### config.mk
export PLATFORM = sky130hd
export DESIGN_NAME = focc_top
export DESIGN_NICKNAME = d
export VERILOG_FILES = /design/src/design/focc_pkg.sv /design/src/design/focc_stream_if.sv /design/src/design/focc_buf.sv /design/src/design/focc_top.sv
export SDC_FILE = /design/constraint.sdc
export NUM_CORES = 1
export LEC_CHECK = 0
export BUFFER_PORTS_ARGS = -buffer_cell sky130_fd_sc_hd__buf_4
export CORE_MARGIN = 3
export CORE_UTILIZATION = 56
export DETAILED_ROUTE_END_ITERATION = 10
export PLACE_DENSITY_LB_ADDON = 0.05
export SLEW_MARGIN = 10
export SYNTH_ARGS = -nofsm -noshare
export SYNTH_HDL_FRONTEND = slang
export SYNTH_SLANG_ARGS = --single-unit
### constraint.sdc
create_clock -name i_mclk -period 4.2 [get_ports i_mclk]
set_input_delay 1.05 -clock i_mclk [delete_from_list [all_inputs] [get_ports i_mclk]]
set_output_delay 1.05 -clock i_mclk [all_outputs]
set_load 0.02 [all_outputs]
### src/design/focc_pkg.sv
// Purpose: Shared constants and types of the format override and word clock configuration block.
// Assumes: One 100 MHz clock; all pins synchronous to it.
// Notes: Registers are eight bits wide and sit behind the ten-bit shared port.
package focc_pkg;
  localparam int REG_W = 8;
  localparam int PORT_W = 10;
  localparam int HALF_W = 10;
  localparam int VID_W = 20;
  localparam int IO_W = 8;
  localparam int LINE_W = 11;

  localparam logic [REG_W-1:0] ADDR_FORMAT = 8'h0b;
  localparam logic [REG_W-1:0] ADDR_VIDCTL = 8'h55;

  localparam int FMT_HD_RESTRICT_BIT = 5;
  localparam int FMT_SUB_MSB = 4;
  localparam int FMT_SD_HD_BIT = 4;
  localparam int VIDCTL_EXT_CLK_BIT = 0;
  localparam logic [FMT_SUB_MSB:0] SUB_GENERIC_HD = 5'h1f;

  localparam logic [1:0] CTRL_TAG = 2'h3;
  localparam int TAG_LSB = 8;

  localparam logic [REG_W-1:0] FORMAT_RST = 8'h00;
  localparam logic [REG_W-1:0] VIDCTL_RST = 8'h00;

  localparam int IO_FMT_BIT = 3;
  localparam int IO_LOCK_BIT = 4;

  localparam int WCLK_HALF_DEF = 2;
  localparam logic BIAS_IDLE_LEVEL = 1'b1;

  typedef enum {FOCC_PH_ADDR, FOCC_PH_DATA} focc_phase_t;
endpackage : focc_pkg

### src/design/focc_stream_if.sv
// Purpose: Valid and ready stream carrier between the block and its word buffer.
// Assumes: Both ends run on the same clock.
// Notes: A word moves in each cycle where valid and ready are both high.
`timescale 1ns/1ps
`default_nettype none
interface focc_stream_if #(parameter int W = 20);
  logic valid;
  logic ready;
  logic [W-1:0] data;
  modport src (output valid, output data, input ready);
  modport snk (input valid, input data, output ready);
endinterface : focc_stream_if
`default_nettype wire

### src/design/focc_buf.sv
// Purpose: Two-entry word buffer that absorbs a stall of the receiver.
// Assumes: Synchronous active-high reset.
// Notes: Ready on the input is low only when both entries hold words.
`timescale 1ns/1ps
`default_nettype none
module focc_buf #(
  parameter int W = 20,
  parameter int DEPTH = 2
) (
  // Clock and reset
  input wire logic i_mclk,
  input wire logic i_rst,
  // Streams
  focc_stream_if.snk s_in,
  focc_stream_if.src s_out
);
  localparam int PW = (DEPTH > 1) ? $clog2(DEPTH) : 1;
  localparam int CW = $clog2(DEPTH + 1);

  logic [W-1:0] mem [DEPTH];
  logic [PW-1:0] wr_ptr, next_wr_ptr;
  logic [PW-1:0] rd_ptr, next_rd_ptr;
  logic [CW-1:0] count, next_count;
  logic push, pop;

  assign s_in.ready = (count != CW'(DEPTH));
  assign s_out.valid = (count != '0);
  assign s_out.data = mem[rd_ptr];
  assign push = s_in.valid && s_in.ready;
  assign pop = s_out.valid && s_out.ready;

  always_comb
  begin
    next_wr_ptr = wr_ptr;
    next_rd_ptr = rd_ptr;
    next_count = count;
    if (push)
    begin
      next_wr_ptr = (wr_ptr == PW'(DEPTH - 1)) ? '0 : wr_ptr + 1'b1;
    end
    if (pop)
    begin
      next_rd_ptr = (rd_ptr == PW'(DEPTH - 1)) ? '0 : rd_ptr + 1'b1;
    end
    if (push && !pop)
    begin
      next_count = count + 1'b1;
    end
    else if (pop && !push)
    begin
      next_count = count - 1'b1;
    end
  end

  always_ff @(posedge i_mclk)
  begin
    if (i_rst)
    begin
      wr_ptr <= '0;
      rd_ptr <= '0;
      count <= '0;
    end
    else
    begin
      wr_ptr <= next_wr_ptr;
      rd_ptr <= next_rd_ptr;
      count <= next_count;
    end
  end

  // Storage is not reset; only words counted as present are ever read.
  always_ff @(posedge i_mclk)
  begin
    if (push)
    begin
      mem[wr_ptr] <= s_in.data;
    end
  end
endmodule : focc_buf
`default_nettype wire

### src/design/focc_top.sv
// Purpose: Format override and external word clock configuration of a video deserializer.
// Assumes: Port strobe and word clock pins are synchronous to i_mclk.
// Notes: A control write is an address word then a data word, both tagged in the top bits.
`timescale 1ns/1ps
`default_nettype none
module focc_top #(
  parameter int WCLK_HALF = focc_pkg::WCLK_HALF_DEF
) (
  // Clock and reset
  input wire logic i_mclk,
  input wire logic i_rst,
  // Shared ancillary and control port
  input wire logic i_port_strobe,
  input wire logic i_port_function_select,
  input wire logic i_port_rd_wr,
  input wire logic [focc_pkg::PORT_W-1:0] i_ancillary_port,
  output logic [focc_pkg::PORT_W-1:0] o_ancillary_port,
  output logic o_ancillary_port_oe_n,
  // Recovered stream from the deserializer core
  input wire logic i_vid_valid,
  input wire logic [focc_pkg::HALF_W-1:0] i_vid_luma,
  input wire logic [focc_pkg::HALF_W-1:0] i_vid_chroma,
  output logic o_vid_in_ready,
  input wire logic i_anc_valid,
  input wire logic [focc_pkg::PORT_W-1:0] i_anc_word,
  input wire logic [focc_pkg::LINE_W-1:0] i_line_num,
  input wire logic i_crc_err,
  input wire logic i_det_sd_hd,
  input wire logic i_lock_detect,
  input wire logic i_rate_tick,
  // Parallel video output
  input wire logic i_vid_ready,
  output logic [focc_pkg::VID_W-1:0] o_vid_data,
  output logic o_vid_data_valid,
  // Word clock pin
  input wire logic i_video_word_clock,
  output logic o_video_word_clock,
  output logic o_video_word_clock_oe_n,
  // Bias pin
  output logic o_bias_pin,
  output logic o_bias_pin_oe_n,
  // Core controls and status
  output logic o_auto_detect_en,
  output logic o_trs_detect_en,
  output logic [focc_pkg::LINE_W-1:0] o_line_num,
  output logic o_crc_err,
  output logic [focc_pkg::IO_W-1:0] o_io_port
);
  import focc_pkg::*;

  localparam int DW = (WCLK_HALF > 1) ? $clog2(WCLK_HALF) : 1;

  // Port decode.
  logic strobe_q, port_edge, ctrl_write, ctrl_read, anc_read, tag_ok;
  logic [REG_W-1:0] format_cfg, next_format_cfg;
  logic [REG_W-1:0] vid_ctl, next_vid_ctl;
  logic [REG_W-1:0] addr_ptr, next_addr_ptr;
  focc_phase_t phase, next_phase;
  logic [PORT_W-1:0] port_out, next_port_out;
  logic [REG_W-1:0] rd_value;
  logic hd_restrict_mode, generic_mode, ext_word_clock_select;

  assign port_edge = i_port_strobe && !strobe_q;
  assign ctrl_write = port_edge && i_port_function_select && !i_port_rd_wr;
  assign ctrl_read = port_edge && i_port_function_select && i_port_rd_wr;
  assign anc_read = port_edge && !i_port_function_select && i_port_rd_wr;
  assign tag_ok = (i_ancillary_port[PORT_W-1:TAG_LSB] == CTRL_TAG);

  assign hd_restrict_mode = format_cfg[FMT_HD_RESTRICT_BIT];
  assign generic_mode = hd_restrict_mode && (format_cfg[FMT_SUB_MSB:0] == SUB_GENERIC_HD);
  assign ext_word_clock_select = vid_ctl[VIDCTL_EXT_CLK_BIT];

  always_comb
  begin
    unique case (addr_ptr)
      ADDR_FORMAT: rd_value = format_cfg;
      ADDR_VIDCTL: rd_value = vid_ctl;
      default: rd_value = '0;
    endcase
  end

  // Ancillary extraction state.
  logic [PORT_W-1:0] anc_hold, next_anc_hold;
  logic anc_avail, next_anc_avail, anc_take;

  assign anc_take = i_anc_valid && !generic_mode;

  always_comb
  begin
    next_format_cfg = format_cfg;
    next_vid_ctl = vid_ctl;
    next_addr_ptr = addr_ptr;
    next_phase = phase;
    next_port_out = port_out;
    next_anc_hold = anc_take ? i_anc_word : anc_hold;
    // A fresh word wins over the read that clears the flag.
    next_anc_avail = anc_take || (anc_avail && !anc_read);
    if (ctrl_write && tag_ok)
    begin
      unique case (phase)
        FOCC_PH_ADDR:
        begin
          next_addr_ptr = i_ancillary_port[REG_W-1:0];
          next_phase = FOCC_PH_DATA;
        end
        FOCC_PH_DATA:
        begin
          if (addr_ptr == ADDR_FORMAT)
          begin
            next_format_cfg = i_ancillary_port[REG_W-1:0];
          end
          if (addr_ptr == ADDR_VIDCTL)
          begin
            next_vid_ctl = i_ancillary_port[REG_W-1:0];
          end
          next_phase = FOCC_PH_ADDR;
        end
      endcase
    end
    if (ctrl_read)
    begin
      next_port_out = {CTRL_TAG, rd_value};
      next_phase = FOCC_PH_ADDR;
    end
    else if (anc_read)
    begin
      next_port_out = anc_avail ? anc_hold : '0;
    end
  end

  always_ff @(posedge i_mclk)
  begin
    if (i_rst)
    begin
      strobe_q <= 1'b0;
      format_cfg <= FORMAT_RST;
      vid_ctl <= VIDCTL_RST;
      addr_ptr <= '0;
      phase <= FOCC_PH_ADDR;
      port_out <= '0;
      anc_hold <= '0;
      anc_avail <= 1'b0;
    end
    else
    begin
      strobe_q <= i_port_strobe;
      format_cfg <= next_format_cfg;
      vid_ctl <= next_vid_ctl;
      addr_ptr <= next_addr_ptr;
      phase <= next_phase;
      port_out <= next_port_out;
      anc_hold <= next_anc_hold;
      anc_avail <= next_anc_avail;
    end
  end

  assign o_ancillary_port = port_out;
  assign o_ancillary_port_oe_n = !i_port_rd_wr;

  // Word clock generation and selection.
  logic [DW-1:0] div_cnt, next_div_cnt;
  logic int_wclk, next_int_wclk, ext_wclk_q, wclk_prev, wclk_level, wclk_fall, ext_rise;

  always_comb
  begin
    next_div_cnt = div_cnt + 1'b1;
    next_int_wclk = int_wclk;
    if (div_cnt == DW'(WCLK_HALF - 1))
    begin
      next_div_cnt = '0;
      next_int_wclk = !int_wclk;
    end
  end

  assign wclk_level = ext_word_clock_select ? ext_wclk_q : int_wclk;
  assign wclk_fall = wclk_prev && !wclk_level;
  assign ext_rise = ext_word_clock_select && wclk_level && !wclk_prev;

  always_ff @(posedge i_mclk)
  begin
    if (i_rst)
    begin
      div_cnt <= '0;
      int_wclk <= 1'b0;
      ext_wclk_q <= 1'b0;
      wclk_prev <= 1'b0;
    end
    else
    begin
      div_cnt <= next_div_cnt;
      int_wclk <= next_int_wclk;
      ext_wclk_q <= i_video_word_clock;
      wclk_prev <= wclk_level;
    end
  end

  assign o_video_word_clock = int_wclk;
  assign o_video_word_clock_oe_n = ext_word_clock_select;

  // Video path through the two-entry buffer.
  focc_stream_if #(.W(VID_W)) vin ();
  focc_stream_if #(.W(VID_W)) vout ();
  logic [VID_W-1:0] vid_q, next_vid_q;
  logic vid_valid_q, next_vid_valid_q;

  assign vin.valid = i_vid_valid;
  assign vin.data = {i_vid_luma, i_vid_chroma};
  assign o_vid_in_ready = vin.ready;
  assign vout.ready = wclk_fall && i_vid_ready;

  focc_buf #(.W(VID_W), .DEPTH(2)) u_buf (
    .i_mclk(i_mclk),
    .i_rst(i_rst),
    .s_in(vin),
    .s_out(vout)
  );

  always_comb
  begin
    next_vid_q = vid_q;
    next_vid_valid_q = vid_valid_q;
    if (vout.ready)
    begin
      next_vid_q = vout.valid ? vout.data : vid_q;
      next_vid_valid_q = vout.valid;
    end
  end

  // Core gating, detector and IO port.
  logic pfd_up, next_pfd_up, pfd_dn, next_pfd_dn;
  logic bias_q, next_bias_q, bias_oe_n_q, next_bias_oe_n_q;
  logic [LINE_W-1:0] line_q, next_line_q;
  logic crc_q, next_crc_q;
  logic [IO_W-1:0] io_q, next_io_q;
  logic sd_hd_flag;

  assign sd_hd_flag = hd_restrict_mode ? format_cfg[FMT_SD_HD_BIT] : i_det_sd_hd;

  always_comb
  begin
    next_pfd_up = ext_word_clock_select && (pfd_up || i_rate_tick);
    next_pfd_dn = ext_word_clock_select && (pfd_dn || ext_rise);
    if (next_pfd_up && next_pfd_dn)
    begin
      next_pfd_up = 1'b0;
      next_pfd_dn = 1'b0;
    end
    next_bias_q = ext_word_clock_select ? pfd_up : BIAS_IDLE_LEVEL;
    next_bias_oe_n_q = ext_word_clock_select && !(pfd_up ^ pfd_dn);
    next_line_q = generic_mode ? '0 : i_line_num;
    next_crc_q = !generic_mode && i_crc_err;
    next_io_q = '0;
    next_io_q[IO_FMT_BIT] = sd_hd_flag;
    next_io_q[IO_LOCK_BIT] = i_lock_detect;
  end

  always_ff @(posedge i_mclk)
  begin
    if (i_rst)
    begin
      vid_q <= '0;
      vid_valid_q <= 1'b0;
      pfd_up <= 1'b0;
      pfd_dn <= 1'b0;
      bias_q <= BIAS_IDLE_LEVEL;
      bias_oe_n_q <= 1'b0;
      line_q <= '0;
      crc_q <= 1'b0;
      io_q <= '0;
    end
    else
    begin
      vid_q <= next_vid_q;
      vid_valid_q <= next_vid_valid_q;
      pfd_up <= next_pfd_up;
      pfd_dn <= next_pfd_dn;
      bias_q <= next_bias_q;
      bias_oe_n_q <= next_bias_oe_n_q;
      line_q <= next_line_q;
      crc_q <= next_crc_q;
      io_q <= next_io_q;
    end
  end

  assign o_vid_data = vid_q;
  assign o_vid_data_valid = vid_valid_q;
  assign o_bias_pin = bias_q;
  assign o_bias_pin_oe_n = bias_oe_n_q;
  assign o_auto_detect_en = !hd_restrict_mode;
  assign o_trs_detect_en = !generic_mode;
  assign o_line_num = line_q;
  assign o_crc_err = crc_q;
  assign o_io_port = io_q;
endmodule : focc_top
`default_nettype wire

==> results of run 1 <==
==> metal layers <==
| layer | up-vias | wire (um) |
|---|---|---|
| li1 | 1691 | - |
| met1 | 1632 | 4090 |
| met2 | 96 | 5370 |
| met3 | 12 | 515 |
| met4 | 0 | 135 |
| met5 | - | 0 |
==> sequential cells by signal (all words and copies together) (netlist names), 2 cells and up <==
| name | cells |
|---|---|
| format_cfg | 8 |
| o_ancillary_port | 10 |
| vid_ctl | 8 |
| u_buf.mem | 40 |
| addr_ptr | 8 |
| o_line_num | 11 |
| o_vid_data | 20 |
| o_io_port | 2 |
| u_buf.count | 2 |
| anc_hold | 10 |
==> worst max-delay path, stage by stage, from the launching register on <==
cell	delay (ns)
dfxtp_1	0.39
nand2_1	0.12
or3_1	0.40
buf_4	0.18
==> per-stage QoR <==
stage	worst slack [ns]	util, %	hold WS (ns)	total power, mW	instances
after floorplan	1.57	-	0.413	1.60	417
after global placement	1.49	69.2	0.422	1.70	612
after detailed placement	1.44	69.2	0.439	1.71	612
after CTS	1.55	76.2	0.467	3.15	644
after global routing	1.49	76.2	0.486	3.24	644
final	1.56	76.2	0.458	3.12	644
==> worst paths after layout <==
path / startpoint / end / slack [ns] / depth (start not counted)
setup reg to reg: vid_ctl[0] / u_buf.count[1] / 1.80 / 7
setup / recovery: format_cfg[5] / o_trs_detect_en / 1.56 / 3
hold / removal: div_cnt / div_cnt / 0.46 / 1
hold reg to reg: div_cnt / div_cnt / 0.46 / 1
==> cell usage in the layout, fill, tap and decap left out, types with 7 or more instances in the layout <==
master / synthesis / routed
nor2b_1: 13 / 13
dfxtp_1: 94 / 94
mux2i_1: 55 / 55
nor2_1: 66 / 65
buf_4: 6 / 120
o22ai_1: 8 / 8
a22oi_1: 8 / 8
a31oi_1: 8 / 8
a21oi_1: 7 / 7
clkbuf_16: 0 / 16
edfxtp_1: 40 / 40
and2_1: 12 / 12
a211oi_1: 22 / 22
==> power by group <==
part	total (mW)	switching, mW	internal [mW]	leakage, nW
clock	1.45	0.583	0.863	0.283
sequential	1.44	0.0302	1.41	1.14
combinational	0.236	0.131	0.105	1.13
==> final cells by class <==
class	count	share of cell area, %
Clock inverter	14	2.61
Sequential cell	134	48.3
Multi-Input combinational cell	247	26.1
Clock buffer	18	6.54
Timing Repair Buffer	120	14.1
Inverter	6	0.353
Tap cell	105	2.06
==> kinds of logic (layout without fill, tap and decap cells) <==
family,count (synthesis),after routing,synth area share (%)
compound gates,59,59,8.25
flops,134,134,62.7
mux,55,55,11.2
xor+xnor,6,6,1.07
simple gates,120,120,12.5
other cells,1,6,0.0763
buf+inv,36,158,3.92
fa+ha+maj,1,1,0.255
==> results.sh, run 1 <==
export IMPL_outcome="completed"
export IMPL_place_gp_congestion=0.788
export IMPL_grt_use_met1_pct=23.8
export IMPL_maxCapViolCount=0
export IMPL_fin_tns_setup_ns=0
export IMPL_synth_seq_area_share_pct=62.7
export IMPL_yosysTopAreaCellShare_pct=38.3
export IMPL_routed_via_density=5.33
export IMPL_synth_top_cells_by_count="dfxtp_1, nor2_1, mux2i_1, edfxtp_1, a211oi_1"
export IMPL_dpl_hpwl_mm=6.55
export IMPL_p_leak_nw=2.55
export IMPL_insertion_delay_ns=0.51
export IMPL_hold_buffers=0
export IMPL_drt_wirelength_per_cell_um=15.7
export IMPL_antenna_cells=0
export IMPL_final_seq_area_um2=3080
export IMPL_slew_headroom_pct=31.7
export IMPL_multiInputGateArea_um2=1670
export IMPL_period_needed_ns=2.64
export IMPL_area_growth_pct=30.0
export IMPL_crit_arrival_ns=1.59
export IMPL_cp_max_fo=4
export IMPL_nFillCells=572
export IMPL_vias=3431
export IMPL_cts_sinks=134
export IMPL_final_cell_area_um2=6390
export IMPL_grt_busiest_layer="met2"
export IMPL_crit_path_end_kind="output port"
export IMPL_postSynthAreaPerCell_um2=11.9
export IMPL_die_area_um2=9940
export IMPL_cts_resized=0
export IMPL_finalSetupViolCount=0
export IMPL_met2_usage_pct=36.3
export IMPL_finalMaxSlewViolations=0
export IMPL_cts_htree_levels=4
export IMPL_yosysMostFrequentCell="dfxtp_1"
export IMPL_ios=123
export IMPL_design_core_area_um2=8380
export IMPL_met3_usage_pct=5.89
export IMPL_synth_edf_count=40
export IMPL_cts_setup_buffers=0
export IMPL_die_height_um=99.7
export IMPL_rows=33
export IMPL_ys_types=42
export IMPL_crit_type="flop to output port"
export IMPL_io_buffers=116
export IMPL_worstMarginPinSlew_ns=1.02
export IMPL_ctsLongestPathBuffers=2
export IMPL_grt_pass1_wl_mm=16.0
export IMPL_yosys_area_top_type="dfxtp_1"
export IMPL_synthCells=412
export IMPL_synth_area_leaders="dfxtp_1, edfxtp_1, mux2i_1"
export IMPL_placed_cell_area_um2=5800
export IMPL_yosys_warnings=0
export IMPL_drcViolationCount=0
export IMPL_firstDrtPassIters=4
export IMPL_synth_top_flop_cell="dfxtp_1"
export IMPL_synth_async_reset_ratio_pct=0
export IMPL_fin_crit_sh_pct=62.9
export IMPL_grt_pass1_vias=3396
export IMPL_cp_required_ns=3.15
export IMPL_max_vdd_ir_drop_mv=0.389
export IMPL_cts_root_buf="clkbuf_8"
export IMPL_antenna_found_initial=0
export IMPL_wirelength_mm=10.1
export IMPL_die_w_um=99.7
export IMPL_grt_max_degree=82
export IMPL_syn_cell_area_um2=4910
export IMPL_ys_ff_latch=134
export IMPL_initialDrtViolationCount=182
export IMPL_fin_skew_ns=0.00888
export IMPL_clkTransAtPathRegs_ns=0.06
export IMPL_postRouteAntennaNets=0
export IMPL_hold_violations=0
export IMPL_drive_gt1_share_pct=28.9
export IMPL_hp_class="flop to flop"
export IMPL_max_freq_mhz=379
export IMPL_start_util_pct=58.6
export IMPL_overflow=0
export IMPL_p_per_area_nw_per_um2=489
export IMPL_worst_setup_path_start_kind="flop"
export IMPL_nets=591
export IMPL_grt_usage_pct=20.5
export IMPL_cts_made_buffers=17
export IMPL_cts_tree="done"
export IMPL_grt_setup_unrepaired="no"
Power figures use the tool's default switching activity.
==> inputs of run 2 (changes only) <==
- CORE_UTILIZATION: 56 -> 47
- clock period: 4.2 -> 2.1 ns (I/O delays scaled with it)
==> run 2 against run 1 <==
Compared with the run above: final cell count grew 5.9%; register-to-register slack lost 1.6 ns; combinational power grew 110%; worst setup slack lost 1.5 ns; non-clock buffer count grew 11; via count shrank 0.70%; clock power grew 110%; count of clock-buffer cells in the layout grew 2; worst hold slack lost 0.27 ns; first-iteration DRC count shrank 28%; global-route usage shrank 2.2 points; total power grew 110%; critical path type unchanged.
==> results.sh, run 2 (same netlist as run 1, synthesis figures left out) <==
export IMPL_cts_made_buffers=17
export IMPL_cts_resized=2
export IMPL_clkTransAtPathRegs_ns=0.06
export IMPL_grt_usage_pct=18.3
export IMPL_crit_path_end_kind="output port"
export IMPL_p_per_area_nw_per_um2=978
export IMPL_grt_setup_unrepaired="no"
export IMPL_routed_via_density=5.00
export IMPL_dpl_hpwl_mm=6.93
export IMPL_cp_required_ns=1.57
export IMPL_placed_cell_area_um2=5950
export IMPL_worstMarginPinSlew_ns=0.601
export IMPL_drt_wirelength_per_cell_um=15.0
export IMPL_p_leak_nw=2.63
export IMPL_cts_setup_buffers=0
export IMPL_slew_headroom_pct=59.8
export IMPL_hp_class="primary input to flop"
export IMPL_fin_crit_sh_pct=97.3
export IMPL_postRouteAntennaNets=0
export IMPL_wirelength_mm=10.2
export IMPL_fin_tns_setup_ns=0
export IMPL_insertion_delay_ns=0.51
export IMPL_finalSetupViolCount=0
export IMPL_maxCapViolCount=0
export IMPL_final_cell_area_um2=6570
export IMPL_regMostFlops="u_buf.mem"
export IMPL_finalMaxSlewViolations=0
export IMPL_start_util_pct=49.4
export IMPL_drive_gt1_share_pct=31.0
export IMPL_grt_max_degree=43
export IMPL_max_vdd_ir_drop_mv=0.614
export IMPL_fin_skew_ns=0.00618
export IMPL_worst_setup_path_start_kind="flop"
export IMPL_period_needed_ns=2.04
export IMPL_rows=36
export IMPL_initialDrtViolationCount=131
export IMPL_ios=123
export IMPL_place_gp_congestion=0.784
export IMPL_nFillCells=774
export IMPL_largest_register_ff_count=40
export IMPL_wl_met3_um=654
export IMPL_hold_buffers=0
export IMPL_die_area_um2=11700
export IMPL_dp_cells=651
export IMPL_design_core_area_um2=9950
export IMPL_cp_max_fo=3
export IMPL_cts_sinks=134
export IMPL_grt_pass1_vias=3406
export IMPL_cts_root_buf="clkbuf_8"
export IMPL_vias=3407
export IMPL_drt_met1_wl_mm=4.21
export IMPL_cts_htree_levels=4
export IMPL_die_height_um=108
export IMPL_cts_tree="done"
export IMPL_die_w_um=108
export IMPL_antenna_cells=0
export IMPL_ctsLongestPathBuffers=2
export IMPL_crit_type="flop to output port"
export IMPL_drcViolationCount=0
export IMPL_outcome="completed"
export IMPL_area_growth_pct=33.7
export IMPL_antenna_found_initial=0
export IMPL_power_mw=6.42
export IMPL_firstDrtPassIters=6
export IMPL_final_common_cell="buf_4"
export IMPL_fin_cells=682
export IMPL_crit_arrival_ns=1.52
export IMPL_max_freq_mhz=490
export IMPL_wl_met2_mm=5.27
export IMPL_hold_violations=0
export IMPL_io_buffers=116
export IMPL_nets=602
export IMPL_overflow=0
export IMPL_grt_pass1_wl_mm=16.3
export IMPL_final_cell_mix="buf_4, dfxtp_1, nor2_1, mux2i_1, edfxtp_1"
export IMPL_top_layer="met4"
run 2: cell types whose count changed in the layout (fill, tap and decap cells not counted), sizes merged:
| cell | delta |
|---|---|
| bufinv | +3 |
| buf | +11 |
| inv | -6 |
| clkbuf | +2 |
run 2: layout make-up:
cell class / count / area [um^2] / share of cell area (%)
repair buffers: 131 / 1010 / 15.4
flip-flops and latches: 134 / 3090 / 47.0
clock buffers: 20 / 425 / 6.48
inverters: 6 / 22.5 / 0.343
multi-input cells: 247 / 1670 / 25.5
clock inverters: 11 / 181 / 2.76
well taps: 133 / 166 / 2.53
run 2: final timing paths:
check,to,from,slack (ns),depth (start not counted)
max,o_trs_detect_en,format_cfg[4],0.06,3
min,pfd_dn,i_rate_tick,0.19,2
max reg2reg,u_buf.count[1],vid_ctl[0],0.17,6
min reg2reg,div_cnt,div_cnt,0.44,1
run 2: routing by layer:
metal / up-vias / global-route usage (%)
met5: - / 0
met4: 0 / 7.03
met3: 10 / 6.27
met2: 88 / 31.0
met1: 1604 / 21.4
li1: 1705 / -
run 2: report_power, final:
group	switching, mW	internal, mW
combinational	0.268	0.228
sequential	0.0572	2.82
clock	1.02	2.03
run 2: per-stage QoR:
stage / worst slack, ns / util, % / hold WS [ns]
final: 0.0572 / 66.0 / 0.187
after global routing: 0.00325 / 66.0 / 0.166
after CTS: 0.0134 / 65.9 / 0.166
after detailed placement: 0.0522 / 59.8 / 0.427
after global placement: 0.0666 / 59.8 / 0.422
after floorplan: 0.0113 / - / 0.413
run 2: worst max-delay path: stages, from the launching register on:
cell and delay (ns):
dfxtp_1 0.37, nand2_2 0.09, or3_1 0.37, buf_4 0.17
==> inputs of run 3 (changes only) <==
- PLACE_DENSITY: not set -> 0.75
- PLACE_DENSITY_LB_ADDON: 0.05 -> not set
==> run 3 against run 2 <==
Compared with the run above: critical path depth unchanged; clock power is 8.2% lower; maximum frequency increased by 1.3%.
==> results.sh, run 3 (same netlist as run 1, synthesis figures left out) <==
export IMPL_drcViolationCount=0
export IMPL_hold_worst_slack_ns=0.200
export IMPL_period_needed_ns=2.02
export IMPL_die_w_um=108
export IMPL_max_vdd_ir_drop_mv=0.562
export IMPL_cts_tree="done"
export IMPL_maxCapViolCount=0
export IMPL_worstMarginPinSlew_ns=0.574
export IMPL_final_common_cell="buf_4"
export IMPL_grt_usage_pct=17.9
export IMPL_insertion_delay_ns=0.50
export IMPL_clkTransAtPathRegs_ns=0.06
export IMPL_io_buffers=116
export IMPL_routed_via_density=5.07
export IMPL_cts_root_buf="clkbuf_8"
export IMPL_initialDrtViolationCount=126
export IMPL_vias=3456
export IMPL_antenna_cells=0
export IMPL_fin_crit_sh_pct=96.0
export IMPL_design_core_area_um2=9950
export IMPL_drive_gt1_share_pct=30.8
export IMPL_largest_register_ff_count=40
export IMPL_cp_required_ns=1.57
export IMPL_hp_class="primary input to flop"
export IMPL_fin_tns_setup_ns=0
export IMPL_placed_cell_area_um2=5920
export IMPL_nFillCells=783
export IMPL_ctsLongestPathBuffers=2
export IMPL_final_seq_area_um2=3090
export IMPL_nets=601
export IMPL_cts_made_buffers=17
export IMPL_overflow=0
export IMPL_outcome="completed"
export IMPL_finalSetupViolCount=0
export IMPL_grt_pass1_vias=3470
export IMPL_final_cell_area_um2=6490
export IMPL_drt_wirelength_per_cell_um=14.9
export IMPL_min_path_cells=2
export IMPL_rows=36
export IMPL_grt_setup_unrepaired="no"
export IMPL_finalMaxSlewViolations=0
export IMPL_regMostFlops="u_buf.mem"
export IMPL_die_area_um2=11700
export IMPL_final_cell_mix="buf_4, dfxtp_1, nor2_1, mux2i_1, edfxtp_1"
export IMPL_antenna_found_initial=0
export IMPL_grt_max_degree=43
export IMPL_firstDrtPassIters=4
export IMPL_grt_pass1_wl_mm=16.4
export IMPL_wirelength_mm=10.2
export IMPL_crit_path_end_kind="output port"
export IMPL_hold_violations=0
export IMPL_dpl_hpwl_mm=6.94
export IMPL_crit_type="flop to output port"
export IMPL_ios=123
export IMPL_cts_sinks=134
export IMPL_start_util_pct=49.4
export IMPL_reg2regPathDepth=4
export IMPL_die_height_um=108
export IMPL_fin_skew_ns=0.00822
export IMPL_worst_setup_path_start_kind="flop"
export IMPL_area_growth_pct=32.1
export IMPL_max_freq_mhz=496
export IMPL_slew_headroom_pct=61.7
export IMPL_p_leak_nw=2.59
export IMPL_cp_max_fo=3
export IMPL_p_per_area_nw_per_um2=950
export IMPL_cts_htree_levels=4
export IMPL_postRouteAntennaNets=0
export IMPL_place_gp_congestion=0.798
export IMPL_multiInputGateArea_um2=1670
export IMPL_crit_arrival_ns=1.49
[run 3: cell types whose count changed in the layout (fill, tap and decap cells not counted), sizes merged]
cell / before / now
buf: 131 / 130
bufinv: 5 / 2
inv: 6 / 9
clkinvlp: 1 / 4
clkbuf: 20 / 18
[run 3: report_power, final]
group / internal [mW] / switching (mW)
clock network: 1.70 / 1.09
registers: 2.82 / 0.0597
logic: 0.223 / 0.265
total: 4.74 / 1.42
[run 3: cell type report]
cell class | count | area share [%]
clock buffers | 18 | 6.44
multi-input cells | 247 | 25.7
inverters | 6 | 0.347
well taps | 133 | 2.56
repair buffers | 130 | 15.0
flip-flops and latches | 134 | 47.6
clock inverters | 14 | 2.33
[run 3: worst paths after layout]
path,from,end,slack [ns]
setup / recovery,format_cfg[0],o_trs_detect_en,0.08
hold / removal,i_rate_tick,pfd_dn,0.20
setup reg to reg,phase[0],vid_ctl[3],0.18
hold reg to reg,div_cnt,div_cnt,0.44
[run 3: routing by layer]
metal  vias up  GRT usage [%]  wire length [um]
met1      1630           22.1              4360
met3        15           5.19               581
met2        99           29.4              5020
li1       1712              -                 -
met5         -              0                 0
met4         0           7.75               200
[run 3: repair_timing]
action                     in CTS  in global routing
setup endpoints to repair       0                  1
buffers inserted                0                  0
hold buffers                    0                  0
gates resized for setup         0                  2
[run 3: critical path, cell delays in order, from the launching register on]
cell and delay (ns):
dfxtp_1 0.35, nand2_1 0.09, or3_1 0.39, buf_4 0.17
[run 3: through the flow]
stage | util [%] | total power [mW] | worst slack (ns) | instances
floorplan | - | 3.21 | 0.0113 | 417
global placement | 59.5 | 3.41 | 0.0911 | 650
detailed placement | 59.5 | 3.43 | 0.0390 | 650
CTS | 65.2 | 6.23 | 0.0259 | 682
global route | 65.2 | 6.43 | 0.00657 | 682
finish | 65.2 | 6.16 | 0.0835 | 682
